===== src/hw/irc_pkg.sv =====
//------------------------------------------------------------------------------
//------------------------------------------------------------------------------
`default_nettype none

package irc_pkg;

  //----------------------------------------------------------------------------
  // register indices; byte address on the bus is four times the index
  //----------------------------------------------------------------------------
  localparam logic [11:0] IRC_IDX_FLAGS_A = 12'hFC0;
  localparam logic [11:0] IRC_IDX_ENH_A   = 12'hFC1;
  localparam logic [11:0] IRC_IDX_ENL_A   = 12'hFC2;
  localparam logic [11:0] IRC_IDX_FLAGS_B = 12'hFC3;
  localparam logic [11:0] IRC_IDX_ENH_B   = 12'hFC4;
  localparam logic [11:0] IRC_IDX_ENL_B   = 12'hFC5;
  localparam logic [11:0] IRC_IDX_FLAGS_C = 12'hFC6;
  localparam logic [11:0] IRC_IDX_ENH_C   = 12'hFC7;
  localparam logic [11:0] IRC_IDX_ENL_C   = 12'hFC8;
  localparam logic [11:0] IRC_IDX_EDGE    = 12'hFCD;
  localparam logic [11:0] IRC_IDX_PORT    = 12'hFCE;
  localparam logic [11:0] IRC_IDX_CTL     = 12'hFCF;

  //----------------------------------------------------------------------------
  // field positions and reset values
  //----------------------------------------------------------------------------
  localparam int          IRC_CTL_GLOBAL_EN_BIT = 7;    // global request enable
  localparam int          IRC_C_PIN_LSB         = 0;    // port c pins 3:0
  localparam int          IRC_C_PERIPH_LSB      = 4;    // dma, tx1, rx1, timer3
  localparam logic [7:0]  IRC_REG_RST           = 8'h00;
  localparam logic [31:0] IRC_RDATA_RST         = 32'h0000_0000;
  localparam int          IRC_NUM_SRC           = 24;   // flat source count

  //----------------------------------------------------------------------------
  // carriers
  //----------------------------------------------------------------------------
  typedef struct packed {
    logic [4:0] src;                                    // flat source index
    logic [1:0] lvl;                                    // priority level
  } irc_pick_t;

  typedef struct packed {
    logic [19:0] s1;                                    // pin sync stage 1
    logic [19:0] s2;                                    // pin sync stage 2
    logic [19:0] s3;                                    // pin sync stage 3
    logic [19:0] filt;                                  // accepted pin levels
    logic [7:0]  flag_a;
    logic [7:0]  flag_b;
    logic [7:0]  flag_c;
    logic [7:0]  enh_a;
    logic [7:0]  enl_a;
    logic [7:0]  enh_b;
    logic [7:0]  enl_b;
    logic [7:0]  enh_c;
    logic [7:0]  enl_c;
    logic [7:0]  edge_sel;
    logic [7:0]  port_sel;
    logic [7:0]  ctl;
    logic        wait_r;                                // waitrequest flop
    logic [31:0] rdata;
    logic        irq;
    irc_pick_t   pick;
  } irc_state_t;

  localparam irc_state_t IRC_STATE_RST = '{wait_r: 1'h1, default: '0};

endpackage : irc_pkg

`default_nettype wire


===== src/hw/irc_top.sv =====
// The implementer's own choice: the Avalon-MM slave port.
`default_nettype none

module irc_top
  import irc_pkg::*;
(
  input  wire logic        i_core_clk,         // system clock, 250 MHz
  input  wire logic        i_rst_b,            // synchronous reset, active low
  input  wire logic        i_clk_en,           // low freezes all state; reset still clears it
  input  wire logic [13:0] i_avs_address,      // byte address
  input  wire logic        i_avs_read,         // read request
  input  wire logic        i_avs_write,        // write request
  input  wire logic [3:0]  i_avs_byteenable,   // only lane 0 carries data
  input  wire logic [31:0] i_avs_writedata,    // write data
  output logic      [31:0] o_avs_readdata,     // read data
  output logic             o_avs_waitrequest,  // low marks the accepting edge
  input  wire logic [7:0]  i_periph_req,       // group a peripheral requests
  input  wire logic [3:0]  i_group_c_req,      // dma, tx1, rx1, timer3
  input  wire logic [7:0]  i_port_a_pins,      // asynchronous port a pins
  input  wire logic [7:0]  i_port_d_pins,      // asynchronous port d pins
  input  wire logic [3:0]  i_port_c_pins,      // asynchronous port c pins 3:0
  output logic             o_irq,              // level interrupt to the core
  output logic      [4:0]  o_irq_source,       // winning flat source index
  output logic      [1:0]  o_irq_level         // winning priority level
);

  //----------------------------------------------------------------------------
  // state
  //----------------------------------------------------------------------------
  irc_state_t st;
  irc_state_t nx;
  logic [19:0] stable;
  logic [19:0] rise;
  logic [19:0] fall;
  logic [7:0]  evt_b;
  logic [3:0]  evt_c;
  logic [7:0]  set_c;
  logic [23:0] flags;
  logic [23:0] en_hi;
  logic [23:0] en_lo;
  logic [23:0] pend;
  logic [11:0] idx;
  logic        wr_go;
  logic [7:0]  wd;

  // best pending source: higher level wins, lower index wins a tie
  function automatic irc_pick_t irc_pick(input logic [23:0] p,
                                         input logic [23:0] hi,
                                         input logic [23:0] lo);
    irc_pick_t r;
    r = '0;
    for (int k = 0; k < IRC_NUM_SRC; k++) begin
      if (p[k] && ({hi[k], lo[k]} > r.lvl)) begin
        r.lvl = {hi[k], lo[k]};
        r.src = 5'(k);
      end
    end
    return r;
  endfunction : irc_pick

  //----------------------------------------------------------------------------
  // pin edge detection
  //----------------------------------------------------------------------------
  // a pin change counts only once stages two and three agree
  assign stable = ~(st.s2 ^ st.s3);
  assign rise   = stable & st.s3 & ~st.filt;
  assign fall   = stable & ~st.s3 & st.filt;

  // edges are taken per port before the mux, so flipping the port select
  // never fabricates an edge out of two different pin levels
  genvar g;
  generate
    for (g = 0; g < 8; g++) begin : g_pin_b
      logic ev_a;
      logic ev_d;
      assign ev_a     = st.edge_sel[g] ? rise[g] : fall[g];
      assign ev_d     = st.edge_sel[g] ? rise[8 + g] : fall[8 + g];
      assign evt_b[g] = st.port_sel[g] ? ev_d : ev_a;
    end
    for (g = 0; g < 4; g++) begin : g_pin_c
      assign evt_c[g] = st.edge_sel[g] ? rise[16 + g] : fall[16 + g];
    end
  endgenerate

  assign set_c = {i_group_c_req, evt_c};

  //----------------------------------------------------------------------------
  // flat view of sources for the priority pick
  //----------------------------------------------------------------------------
  assign flags = {st.flag_c, st.flag_b, st.flag_a};
  assign en_hi = {st.enh_c, st.enh_b, st.enh_a};
  assign en_lo = {st.enl_c, st.enl_b, st.enl_a};
  assign pend  = flags & (en_hi | en_lo);

  // bus: the write lands on the edge where waitrequest is sampled low
  assign idx   = i_avs_address[13:2];
  assign wr_go = !st.wait_r && i_avs_write && i_avs_byteenable[0];
  assign wd    = i_avs_writedata[7:0];

  //----------------------------------------------------------------------------
  // next state
  //----------------------------------------------------------------------------
  always_comb begin
    logic [7:0] clr_a;
    logic [7:0] clr_b;
    logic [7:0] clr_c;
    logic [7:0] rd;
    nx    = st;
    clr_a = 8'h00;
    clr_b = 8'h00;
    clr_c = 8'h00;
    rd    = 8'h00;

    // three-stage synchroniser and filtered level
    nx.s1 = {i_port_c_pins, i_port_d_pins, i_port_a_pins};
    nx.s2 = st.s1;
    nx.s3 = st.s2;
    for (int k = 0; k < 20; k++) begin
      if (stable[k]) begin
        nx.filt[k] = st.s3[k];
      end
    end

    // register writes; flags clear by writing one
    if (wr_go) begin
      unique case (idx)
        IRC_IDX_FLAGS_A: clr_a       = wd;
        IRC_IDX_ENH_A:   nx.enh_a    = wd;
        IRC_IDX_ENL_A:   nx.enl_a    = wd;
        IRC_IDX_FLAGS_B: clr_b       = wd;
        IRC_IDX_ENH_B:   nx.enh_b    = wd;
        IRC_IDX_ENL_B:   nx.enl_b    = wd;
        IRC_IDX_FLAGS_C: clr_c       = wd;
        IRC_IDX_ENH_C:   nx.enh_c    = wd;
        IRC_IDX_ENL_C:   nx.enl_c    = wd;
        IRC_IDX_EDGE:    nx.edge_sel = wd;
        IRC_IDX_PORT:    nx.port_sel = wd;
        IRC_IDX_CTL:     nx.ctl      = wd & 8'h80;  // reserved bits stay zero
        default:         ;
      endcase
    end

    // a set in the clearing cycle wins, so no request is lost
    nx.flag_a = (st.flag_a & ~clr_a) | i_periph_req;
    nx.flag_b = (st.flag_b & ~clr_b) | evt_b;
    nx.flag_c = (st.flag_c & ~clr_c) | set_c;

    // read mux; unmapped indices read zero
    unique case (idx)
      IRC_IDX_FLAGS_A: rd = st.flag_a;
      IRC_IDX_ENH_A:   rd = st.enh_a;
      IRC_IDX_ENL_A:   rd = st.enl_a;
      IRC_IDX_FLAGS_B: rd = st.flag_b;
      IRC_IDX_ENH_B:   rd = st.enh_b;
      IRC_IDX_ENL_B:   rd = st.enl_b;
      IRC_IDX_FLAGS_C: rd = st.flag_c;
      IRC_IDX_ENH_C:   rd = st.enh_c;
      IRC_IDX_ENL_C:   rd = st.enl_c;
      IRC_IDX_EDGE:    rd = st.edge_sel;
      IRC_IDX_PORT:    rd = st.port_sel;
      IRC_IDX_CTL:     rd = st.ctl;
      default:         rd = 8'h00;
    endcase

    // one wait cycle per access, then a single accepting cycle
    if (!st.wait_r) begin
      nx.wait_r = 1'h1;
    end else if (i_avs_read || i_avs_write) begin
      nx.wait_r = 1'h0;
      nx.rdata  = i_avs_read ? {24'h00_0000, rd} : IRC_RDATA_RST;
    end

    // interrupt out, gated by the global enable
    nx.irq  = st.ctl[IRC_CTL_GLOBAL_EN_BIT] && (|pend);
    nx.pick = irc_pick(pend, en_hi, en_lo);
  end

  //----------------------------------------------------------------------------
  // state register
  //----------------------------------------------------------------------------
  // reset acts even with the clock enable low, so a frozen block still clears
  always_ff @(posedge i_core_clk) begin
    if (!i_rst_b) begin
      st <= IRC_STATE_RST;
    end else if (i_clk_en) begin
      st <= nx;
    end
  end

  assign o_avs_readdata    = st.rdata;
  assign o_avs_waitrequest = st.wait_r;
  assign o_irq             = st.irq;
  assign o_irq_source      = st.pick.src;
  assign o_irq_level       = st.pick.lvl;
endmodule : irc_top

`default_nettype wire


===== config.mk =====
export PLATFORM = sky130hd
export DESIGN_NAME = irc_top
export DESIGN_NICKNAME = d
export VERILOG_FILES = /design/src/hw/irc_pkg.sv /design/src/hw/irc_top.sv
export SDC_FILE = /design/constraint.sdc
export NUM_CORES = 1
export LEC_CHECK = 0
export BUFFER_PORTS_ARGS = -buffer_cell sky130_fd_sc_hd__buf_2
export CAP_MARGIN = 20
export CORE_ASPECT_RATIO = 2
export CORE_MARGIN = 2
export CORE_UTILIZATION = 40
export CTS_BUF_LIST = sky130_fd_sc_hd__clkbuf_4
export DETAILED_ROUTE_END_ITERATION = 6
export GPL_TIMING_DRIVEN = 0
export MAX_ROUTING_LAYER = met4
export PLACE_DENSITY = 0.7
export SLEW_MARGIN = 20
export SYNTH_ARGS = -nofsm -noshare
export SYNTH_HDL_FRONTEND = slang
export SYNTH_SLANG_ARGS = --single-unit

===== constraint.sdc =====
create_clock -name i_core_clk -period 25.2 [get_ports i_core_clk]
set_input_delay 2.52 -clock i_core_clk [delete_from_list [all_inputs] [get_ports i_core_clk]]
set_output_delay 2.52 -clock i_core_clk [all_outputs]
set_load 0.01 [all_outputs]

[After elaboration in Yosys (flattened, before gate mapping)]
Cells that the tools add are included.
Operators by class
  $lt $le $gt $ge: 24
  equal/unequal tests: 12
  multiplexer cells: 62
  bitwise gates (word level): 19
  reductions and logical operators: 60
Operators by type and width (count)
  $mux W7: 23
  $eq A12 B12 Y1 const B: 12
  $pmux W8 S12: 1
  $and A20 B20 Y20: 4
  $not A20 Y20: 3
  $mux W8: 7
  $gt A2 B2 Y1: 23
  $reduce_and A2 Y1: 20
  $mux W33: 1
  $reduce_and A3 Y1: 10
  $mux W1: 29
  $logic_and A1 B1 Y1: 27
  $and A24 B24 Y24: 1
  $and A8 B8 Y8: 3
  $not A8 Y8: 3
  $or A24 B24 Y24: 1
  $or A8 B8 Y8: 3
  $reduce_or A24 Y1: 1
  $xor A20 B20 Y20: 1
  $gt A2 B1 Y1 const B: 1
  $mux W2: 1
  $logic_not A1 Y1: 1
  $logic_or A1 B1 Y1: 1
Storage, ports and cells
  flip-flop bits (word level): 210
  input port bits: 87
  output and inout port bits: 41
  word-level logic and storage cells: 217

[Longest topological paths before layout]
Gate-level depths: netlist of run 1.
  depth after elaboration: 73
  mapped depth: 151
  mapped depth without buffers: 151

[Worst setup path before layout of run 1]
Ideal clock, no wire load.
  path type: reg-to-reg
  start point: reg st, in the netlist flags[0]
  end point: reg st, in the netlist o_irq_source[3]
  setup time: 0.115 ns
  arrival time: 25.413 ns
  required time: 25.085 ns
  slack: -0.328 ns
  stages on the path, launching flop included: 147
  path buffers: 0
  period minus slack after synthesis: 25.528 ns
  cells stage by stage: dfxtp_1 -> and2_1 -> inv_1 -> ha_1 -> nor2b_1 -> o211ai_1 -> mux2_2 -> ha_1 -> o21ai_0 -> mux2i_1 -> o21ai_0 -> o211ai_1 -> ha_1 -> nor2_1 -> and3_1 -> and3_1 -> nand2b_1 -> nor2_1 -> [111 not listed] -> o21ai_0 -> nand2_1 -> and2_2 -> a22o_1 -> a21oi_2 -> o21a_1 -> ha_1 -> or3_1 -> o2bb2ai_1 -> nand2_1 -> o21a_1 -> o2bb2ai_1 -> ha_1 -> a211o_1 -> and2_1 -> nand3_1 -> o32ai_1 -> and2_1
Between the ends
  longest elaborated chain between the ends: 72
RTL lines
  start, declared: line irc_top.sv:30  | irc_state_t st;
  start signal, assigned: line irc_top.sv:186  | st <= nx;
  $and A24 B24 Y24 *: line irc_top.sv:93  | assign pend = flags & (en_hi | en_lo);
  $logic_and A1 B1 Y1 *: line irc_top.sv:53  | if (p[k] && ({hi[k], lo[k]} > r.lvl)) begin
  $mux W2 *: line irc_top.sv:53
  $gt A2 B2 Y1: line irc_top.sv:53
  $logic_and A1 B1 Y1: line irc_top.sv:53
  $mux W7 *: line irc_top.sv:53
  $gt A2 B2 Y1: line irc_top.sv:53
  $logic_and A1 B1 Y1: line irc_top.sv:53
  [56 not listed]
  $logic_and A1 B1 Y1: line irc_top.sv:53
  $mux W7 *: line irc_top.sv:53
  $gt A2 B2 Y1: line irc_top.sv:53
  $logic_and A1 B1 Y1: line irc_top.sv:53
  $mux W7 *: line irc_top.sv:53
  $gt A2 B2 Y1: line irc_top.sv:53
  $logic_and A1 B1 Y1: line irc_top.sv:53
  $mux W7 *: line irc_top.sv:53
Every way passes the cells marked *; elsewhere a longest branch is shown, timed or not.
A chain may end at the register's enable or synchronous reset.

[Final worst setup path of run 1]
  start point: reg st, in the netlist flags[0]
  end point: reg st, in the netlist o_irq_level[0]
The elaborated chain is that of the path after synthesis.

==> results of run 1 <==
[logic make-up (layout without fill, tap and decap cells)]
family | Yosys count | in the layout | share of synthesized area
AOI/OAI and AO/OA | 349 | 349 | 0.217
xor gates and xnor gates | 1 | 1 | 0.000763
adders and majority gates | 66 | 66 | 0.0717
buffers and inverters | 185 | 404 | 0.0746
DFF | 186 | 186 | 0.324
muxes | 89 | 89 | 0.0794
other | 1 | 26 | 0.000326
and+or+nand+nor | 525 | 525 | 0.232
[final timing paths]
kind              startpoint             end  slack, ps  cells past startpoint
setup / recovery    flags[0]  o_irq_level[0]       -590                    148
hold / removal     en_hi[18]       en_hi[18]        530                      2
setup reg to reg    flags[0]  o_irq_level[0]       -590                    148
hold reg to reg    en_hi[18]       en_hi[18]        530                      2
[per-stage QoR]
stage / setup WS [ps] / utilization / hold WS [ps] / TNS (ps)
2_1_floorplan: 64.4 / - / 459 / 0
3_3_place_gp: -3880 / 0.438 / 497 / -24520
3_5_place_dp: -4490 / 0.439 / 499 / -28860
4_1_cts: 4.67 / 0.492 / 525 / 0
5_1_grt: -1920 / 0.514 / 546 / -12980
6_report: -586 / 0.514 / 527 / -3690
[sequential cells by signal, indices dropped and copies added, names as in the netlist]
name               flops
o_irq                  1
o_irq_level            2
en_lo                 24
o_avs_readdata         8
en_hi                 24
flags                 24
o_avs_waitrequest      1
nx                    40
st                    57
o_irq_source           5
[power by group]
part / leakage (nW) / internal [mW] / switching (mW)
clock network: 0.172 / 0.0820 / 0.112
logic: 3.87 / 0.0211 / 0.0280
registers: 1.51 / 0.300 / 0.00769
[per-layer routing]
layer,track usage,up-vias
li1,-,5374
met1,0.276,5469
met2,0.552,456
met3,0.0447,225
met4,0.295,0
met5,-,-
[cells in the mapped netlist, types with 3 or more instances]
library cell / n
nor2_1: 44
or3_1: 5
a22oi_1: 18
ha_1: 65
nor2b_1: 112
o32ai_1: 5
buf_1: 5
and2_1: 11
o21ai_0: 80
o2111ai_1: 4
nor4_1: 4
o21ai_2: 3
o22ai_1: 3
a21oi_1: 23
o31ai_1: 3
a221oi_1: 11
nand2b_1: 5
o211ai_1: 26
a31oi_1: 13
nand2_1: 199
nor3_1: 11
a21boi_0: 96
o21a_1: 4
dfxtp_1: 186
and3_1: 15
nand3_1: 69
inv_1: 82
clkbuf_1: 55
nand3b_1: 21
mux2_2: 3
a22o_1: 10
buf_4: 41
mux2i_1: 84
a222oi_1: 8
nand4_1: 11
[layout make-up]
class                   count  share of cell area
inverters                  82              0.0214
clock buffers              19             0.00985
plain buffers             103              0.0379
well taps                 356              0.0308
clock inverters            13              0.0130
multi-input cells        1054               0.542
diodes                      2            0.000346
flip-flops and latches    186               0.258
repair buffers            187              0.0869
[worst max-delay path: cells and delay by family (launching register included)]
family	cells	cell delay, ps
flops	1	390
buf+inv	5	480
compound gates	55	9770
simple gates	60	7710
fa+ha+maj	23	5940
mux	5	1390
[repair_timing]
item | in CTS | in global routing
setup buffers | 100 | 27
pin swaps | 54 | 103
resized for setup | 93 | 83
setup endpoints to repair | 7 | 7
hold buffers | 0 | 0
==> impl_metrics.toml, run 1 <==
[finish]
instances_no_fill = 2002
final_common_cell = "nand2_1"
nNetsFinal = 1783
area.sequential_sq_um = 3730
drive_gt1_frac = 0.249
syn_to_final_growth_pct = 26.1
final_cell_mix = "nand2_1 (192), dfxtp_1 (183), buf_4 (160)"
design_area_sq_um = 14500
multi_input_area_sq_um = 7850
fillCellCount = 2625

[status]
violations = "negative setup slack"
status = "finished, violations left"

[logic_synthesis]
yosysTopAreaCell = "dfxtp_1"
yosysSeqAreaShare = 0.324
syn_area_per_cell_sq_um = 8.19
yosys-top-cells-area = "dfxtp_1 (32%), mux2i_1 (7.3%), ha_1 (7.1%)"
async_flop_share = 0
synth-edff-count = 0
postSynthCellCount = 1402
synth.distinct_cells = 87
syn_area_sq_um = 11500
yosysTopAreaCellShare = 0.324
ys_warn_count = 0
synth_seq_cells = 186
synth_top_flop_cell = "dfxtp_1"

[global_routing]
grt_max_degree = 17
grt_util_all_layers = 0.314
overflow = 0
grt_pass1_wl_um = 67200
antenna_found_initial = 2
grt_pass1_vias = 11300

[detailed_routing]
firstDrtPassIters = 6
dr_wl_met3_um = 1950
wl_met2_um = 24500
wirelength_met1_um = 14600
drtIter0Drc = 765
ant_nets = 0
wl_per_cell_um = 23.1
totalWireLength_um = 46200
vias_per_cell = 5.76
drcViolationCount = 0
vias = 11500
dr.max_layer_used = "met4"

[timing]
worstMarginPinSlew_ps = 1170
fin_skew_ps = 19.7
fmaxAchievable_mhz = 38.8
period_needed_ps = 25790
final-setup-viol-count = 7
period_share = 1.02
grt_setup_unrepaired = "yes"
finalHoldViolCount = 0
setup_ws_ps = -586
finalMaxSlewViolations = 0
slew_headroom = 0.215

[critical_path]
max_stage_delay_ps = 390
worstPathRequired_ps = 25770
arrival_ps = 26360
end_kind = "flop"
crit_slowest_cell = "dfxtp_4"
critPathMaxFanout = 5
crit_type = "flop to flop"
critPathLaunchType = "flop"

[power]
peakVddDrop_mv = 0.0394
power_mw = 0.551
p_per_area_nw_per_um2 = 38.0
p_leak_nw = 5.55

[placed_design]
dpl_cell_area_sq_um = 12400
hpwl_um = 34500
place_congestion = 1.04
dp_cells = 1846
port_buffers = 64

[clocking]
cts_tree = "built"
cts-root-buf = "clkbuf_4"
clk_path_buf_depth = 2
numCtsBuffers = 17
clk_latency_ps = 650
cts_max_level = 4
path_clk_slew_ps = 160
cts_num_sinks = 186

[die]
coreArea_sq_um = 28200
start_util = 0.407
rows = 87
chipHeight_um = 244
die_w_um = 124
dieArea_sq_um = 30200
io_pins = 128

[worst_hold_path]
hold_path_class = "flop to flop"

[job]
max_cap_viol_count = 0
No activity file was read; power rests on OpenSTA's default activity.
==> inputs of run 2 (changes only) <==
--- a/config.mk
+++ b/config.mk
@@ -11,10 +11,11 @@
 export CORE_MARGIN = 2
 export CORE_UTILIZATION = 40
 export CTS_BUF_LIST = sky130_fd_sc_hd__clkbuf_4
+export CTS_CLUSTER_SIZE = 14
 export DETAILED_ROUTE_END_ITERATION = 6
 export GPL_TIMING_DRIVEN = 0
 export MAX_ROUTING_LAYER = met4
-export PLACE_DENSITY = 0.7
+export PLACE_DENSITY = 0.68
 export SLEW_MARGIN = 20
 export SYNTH_ARGS = -nofsm -noshare
 export SYNTH_HDL_FRONTEND = slang
==> constraint.sdc (replaced) <==
create_clock -name i_core_clk -period 25.4 [get_ports i_core_clk]
set_input_delay 2.54 -clock i_core_clk [delete_from_list [all_inputs] [get_ports i_core_clk]]
set_output_delay 2.54 -clock i_core_clk [all_outputs]
set_load 0.01 [all_outputs]
==> impl_metrics.toml, run 2 (synthesis gave the netlist of run 1 again) <==
[timing]
setup_ws_ps = -438
period_share = 1.02
whs_ps = 520
worstMarginPinSlew_ps = 1160
period_needed_ps = 25840
finalSetupTns_ps = -2540
fmaxAchievable_mhz = 38.7
finalHoldViolCount = 0
final-setup-viol-count = 7
finalMaxSlewViolations = 0
fin_skew_ps = 20.2
grt_setup_unrepaired = "yes"
slew_headroom = 0.226

[detailed_routing]
ant_nets = 0
drcViolationCount = 6
totalWireLength_um = 45500
vias = 11400
vias_per_cell = 5.74
firstDrtPassIters = 7
wl_per_cell_um = 23.0
drtIter0Drc = 828

[critical_path]
end_kind = "flop"
crit_end = "o_irq_source[3]"
critical_path_buf_inv_count = 5
reg2reg_depth = 148
critPathMaxFanout = 5
reg2reg_slack_ps = -440
crit_slowest_cell = "a2111oi_4"
cpLargestDelayFamily = "compound AO/OA/AOI/OAI gates"
arrival_ps = 26370
crit_type = "flop to flop"
critPathLaunchType = "flop"
reg2reg_from = "flags[0]"
worstPathRequired_ps = 25930
cp-startpoint = "flags[0]"
worst_r2r_endpoint = "o_irq_source[3]"
crit_cells = 148
cpMostUsedCell = "ha_4"
max_stage_delay_ps = 430

[power]
power.switching_mw = 0.142
clkPwrFrac = 0.321
combPwrFrac = 0.093
p_leak_nw = 5.37
p_per_area_nw_per_um2 = 36.6
peakVddDrop_mv = 0.0395
p_seq_frac = 0.586
p_sw_frac = 0.274
p_int_mw = 0.378

[finish]
drive_gt1_frac = 0.242
top_register = "st"
multi_input_area_sq_um = 7860
final_cell_mix = "nand2_1 (188), dfxtp_1 (182), buf_4 (136)"
final_common_cell = "nand2_1"
nNetsFinal = 1758
fillCellCount = 2683
syn_to_final_growth_pct = 23.9
largest_reg_flops = 57
area.sequential_sq_um = 3730

[clocking]
cts_num_sinks = 186
cts-root-buf = "clkbuf_4"
numCtsBuffers = 17
cts_max_level = 4
cts_tree = "built"
path_clk_slew_ps = 160
clk_path_buf_depth = 2
clk_latency_ps = 630

[die]
start_util = 0.407
rows = 87
coreArea_sq_um = 28200
die_w_um = 124
chipHeight_um = 244
io_pins = 128
dieArea_sq_um = 30200

[status]
violations = "design-rule violations, negative setup slack"
status = "finished, violations left"

[job]
max_cap_viol_count = 0

[global_routing]
grt_util_all_layers = 0.310
grt_max_degree = 17
grt_pass1_wl_um = 66500
grt_pass1_vias = 11300
overflow = 0
antenna_found_initial = 2

[placed_design]
port_buffers = 64
hpwl_um = 34400
place_congestion = 1.07

[worst_hold_path]
hold_path_class = "flop to flop"
==> run 2: cell count changes in the layout (fill, tap and decap cells not counted), moves of 3 or more <==
cell,previous run,this run
nand2_1,192,188
nor2_4,12,9
nand2_2,7,10
buf_4,160,136
==> run 2: worst min path at each step <==
stage               startpoint        end  slack, ps  cells past startpoint
finish               en_hi[18]  en_hi[18]        520                      2
detailed placement   en_hi[18]  en_hi[18]        500                      2
global placement        st[50]     st[50]        500                      2
CTS                  en_hi[18]  en_hi[18]        520                      2
floorplan             en_lo[0]   en_lo[0]        460                      2
global route         en_hi[18]  en_hi[18]        550                      2
==> run 2: repair_timing <==
item / in CTS / in global routing
resized for setup: 83 / 99
buffers inserted: 64 / 35
hold buffers: 0 / 0
pin swaps: 47 / 104
setup endpoints to repair: 7 / 7
==> run 2: power groups by stage <==
stage | logic [mW] | clock network [mW] | registers, mW
after global placement | 0.0463 | 0 | 0.311
after floorplan | 0.0309 | 0 | 0.307
final | 0.0485 | 0.167 | 0.305
after CTS | 0.0480 | 0.169 | 0.304
after detailed placement | 0.0472 | 0 | 0.311
after global routing | 0.0527 | 0.181 | 0.305
==> run 2: routing by layer <==
layer | share of wire | routed length [um] | up-vias | global-route usage
li1 | - | - | 5309 | -
met2 | 0.52 | 23800 | 473 | 0.546
met3 | 0.046 | 2090 | 223 | 0.0431
met5 | 0 | 0 | - | -
met4 | 0.11 | 5150 | 0 | 0.294
met1 | 0.32 | 14500 | 5345 | 0.271
==> run 2: worst reg2reg max path: cells and delay by family, from the launching register on <==
family          cells  cell delay, ps
fa+ha+maj          24            6330
buf+inv             5             480
compound gates     51            8870
flops               1             390
simple gates       63            8330
mux                 5            1390
==> run 2: cell type report <==
class	count	area share
multi-input combinational	1054	0.552
sequential	186	0.262
timing repair buffer	162	0.0750
buffer	103	0.0386
tap	356	0.0313
inverter	82	0.0218
clock buffer	19	0.0100
clock inverter	11	0.00853
antenna	3	0.000527
==> run 2: per-stage QoR <==
stage	instance area (sq um)	power [mW]	std cells	worst slack [ps]	utilization
after global routing	14200	0.539	1975	-1490	0.505
after floorplan	11600	0.338	1425	127	-
after global placement	12300	0.357	1845	-3940	0.438
final	14200	0.520	1976	-438	0.505
after CTS	13500	0.521	1940	16.6	0.478
after detailed placement	12400	0.358	1846	-4730	0.439
==> inputs of run 3 (changes only) <==
--- a/config.mk
+++ b/config.mk
@@ -11,11 +11,12 @@
 export CORE_MARGIN = 2
 export CORE_UTILIZATION = 40
 export CTS_BUF_LIST = sky130_fd_sc_hd__clkbuf_4
-export CTS_CLUSTER_SIZE = 14
+export CTS_CLUSTER_SIZE = 28
 export DETAILED_ROUTE_END_ITERATION = 6
 export GPL_TIMING_DRIVEN = 0
 export MAX_ROUTING_LAYER = met4
 export PLACE_DENSITY = 0.68
+export SKIP_CTS_REPAIR_TIMING = 1
 export SLEW_MARGIN = 20
 export SYNTH_ARGS = -nofsm -noshare
 export SYNTH_HDL_FRONTEND = slang
==> impl_metrics.toml, run 3 (synthesis gave the netlist of run 1 again) <==
[die]
die_w_um = 124
io_pins = 128
rows = 87
dieArea_sq_um = 30200
coreArea_sq_um = 28200
start_util = 0.407
chipHeight_um = 244

[worst_hold_path]
hold_end = "en_hi[18]"
min_path_cells = 2
min_from = "en_hi[18]"
hold_path_class = "flop to flop"

[critical_path]
crit_slowest_cell = "a2111oi_4"
reg2reg_slack_ps = -310
reg2reg_from = "flags[0]"
end_kind = "flop"
critPathLaunchType = "flop"
crit_type = "flop to flop"
worstPathRequired_ps = 25930
critPathMaxFanout = 5
max_stage_delay_ps = 400
arrival_ps = 26240
worst_r2r_endpoint = "o_irq_source[3]"
cpMostUsedCell = "ha_4"
reg2reg_depth = 149

[clocking]
cts-root-buf = "clkbuf_4"
cts_max_level = 4
cts_tree = "built"
clk_path_buf_depth = 2
clk_latency_ps = 620
path_clk_slew_ps = 160
cts_num_sinks = 186
numCtsBuffers = 17

[detailed_routing]
firstDrtPassIters = 6
drtIter0Drc = 668
drcViolationCount = 0
wl_per_cell_um = 23.0
vias_per_cell = 5.74
totalWireLength_um = 44900
vias = 11200
ant_nets = 0

[finish]
final_cell_mix = "nand2_1 (187), dfxtp_1 (182), nor2b_1 (110)"
drive_gt1_frac = 0.228
top_register = "st"
nNetsFinal = 1729
syn_to_final_growth_pct = 22.2
largest_reg_flops = 57
fillCellCount = 2697
final_common_cell = "nand2_1"

[timing]
finalHoldViolCount = 0
grt_setup_unrepaired = "yes"
finalMaxSlewViolations = 0
whs_ps = 522
fin_skew_ps = 22.6
slew_headroom = 0.210
period_share = 1.01
fmaxAchievable_mhz = 38.9
setup_ws_ps = -311
period_needed_ps = 25710
final-setup-viol-count = 7
worstMarginPinSlew_ps = 1180
finalSetupTns_ps = -1570

[job]
max_cap_viol_count = 0

[power]
power_mw = 0.520
p_per_area_nw_per_um2 = 37.1
peakVddDrop_mv = 0.0388
p_leak_nw = 5.24

[global_routing]
grt_util_all_layers = 0.301
met3_usage = 0.0410
antenna_found_initial = 3
grt_pass1_vias = 10700
met1_usage = 0.264
top_usage_layer = "met2"
met2_usage = 0.534
grt_pass1_wl_um = 64200
overflow = 0
grt_max_degree = 17

[status]
violations = "negative setup slack"
status = "finished, violations left"

[placed_design]
place_congestion = 1.07
port_buffers = 64
hpwl_um = 34400
## run 3: final cells by class
type / instances / area [sq um] / area share
timing repair buffer: 133 / 846 / 0.0603
clock buffer: 19 / 143 / 0.0102
inverter: 82 / 310 / 0.0221
sequential: 186 / 3730 / 0.266
clock inverter: 11 / 121 / 0.00865
buffer: 103 / 549 / 0.0391
multi-input combinational: 1054 / 7880 / 0.561
antenna: 2 / 5.00 / 0.000357
tap: 356 / 445 / 0.0317
## run 3: worst max-delay path by stage
stage                  start              end  slack, ps  cells past startpoint
floorplan           flags[0]  o_irq_source[3]        130                    146
global placement    flags[0]   o_irq_level[1]      -3940                    146
detailed placement  flags[0]   o_irq_level[1]      -4730                    146
CTS                 flags[0]   o_irq_level[1]      -4770                    146
global route        flags[0]  o_irq_source[3]      -1450                    150
finish              flags[0]  o_irq_source[3]       -310                    149
## run 3: per-layer routing
metal / up-vias / wire (um)
li1: 5257 / -
met1: 5243 / 14200
met2: 471 / 23700
met3: 207 / 2090
met4: 0 / 4840
met5: - / 0
## run 3: worst max-delay path: cells and delay by family, from the launching register on
kind | cells | cell delay (ps)
multiplexers | 5 | 1380
flip-flops | 1 | 390
buffers and inverters | 4 | 240
AO/OA/AOI/OAI | 54 | 9530
adder cells (fa/ha/maj) | 24 | 6000
AND/OR/NAND/NOR | 62 | 8080
## run 3: report_power, final
part           internal, mW  leakage, nW  total (mW)  switching, mW
sequential            0.297         1.51       0.305        0.00750
clock                0.0598        0.147       0.166          0.107
combinational        0.0210         3.59      0.0488         0.0278
## run 3: stage by stage
step           utilization  area, sq um  setup slack [ps]  cells
2_1_floorplan            -        11600               127   1425
6_report             0.498        14000              -311   1946
3_3_place_gp         0.438        12300             -3940   1845
3_5_place_dp         0.439        12400             -4730   1846
5_1_grt              0.498        14000             -1450   1946
4_1_cts              0.448        12600             -4770   1876
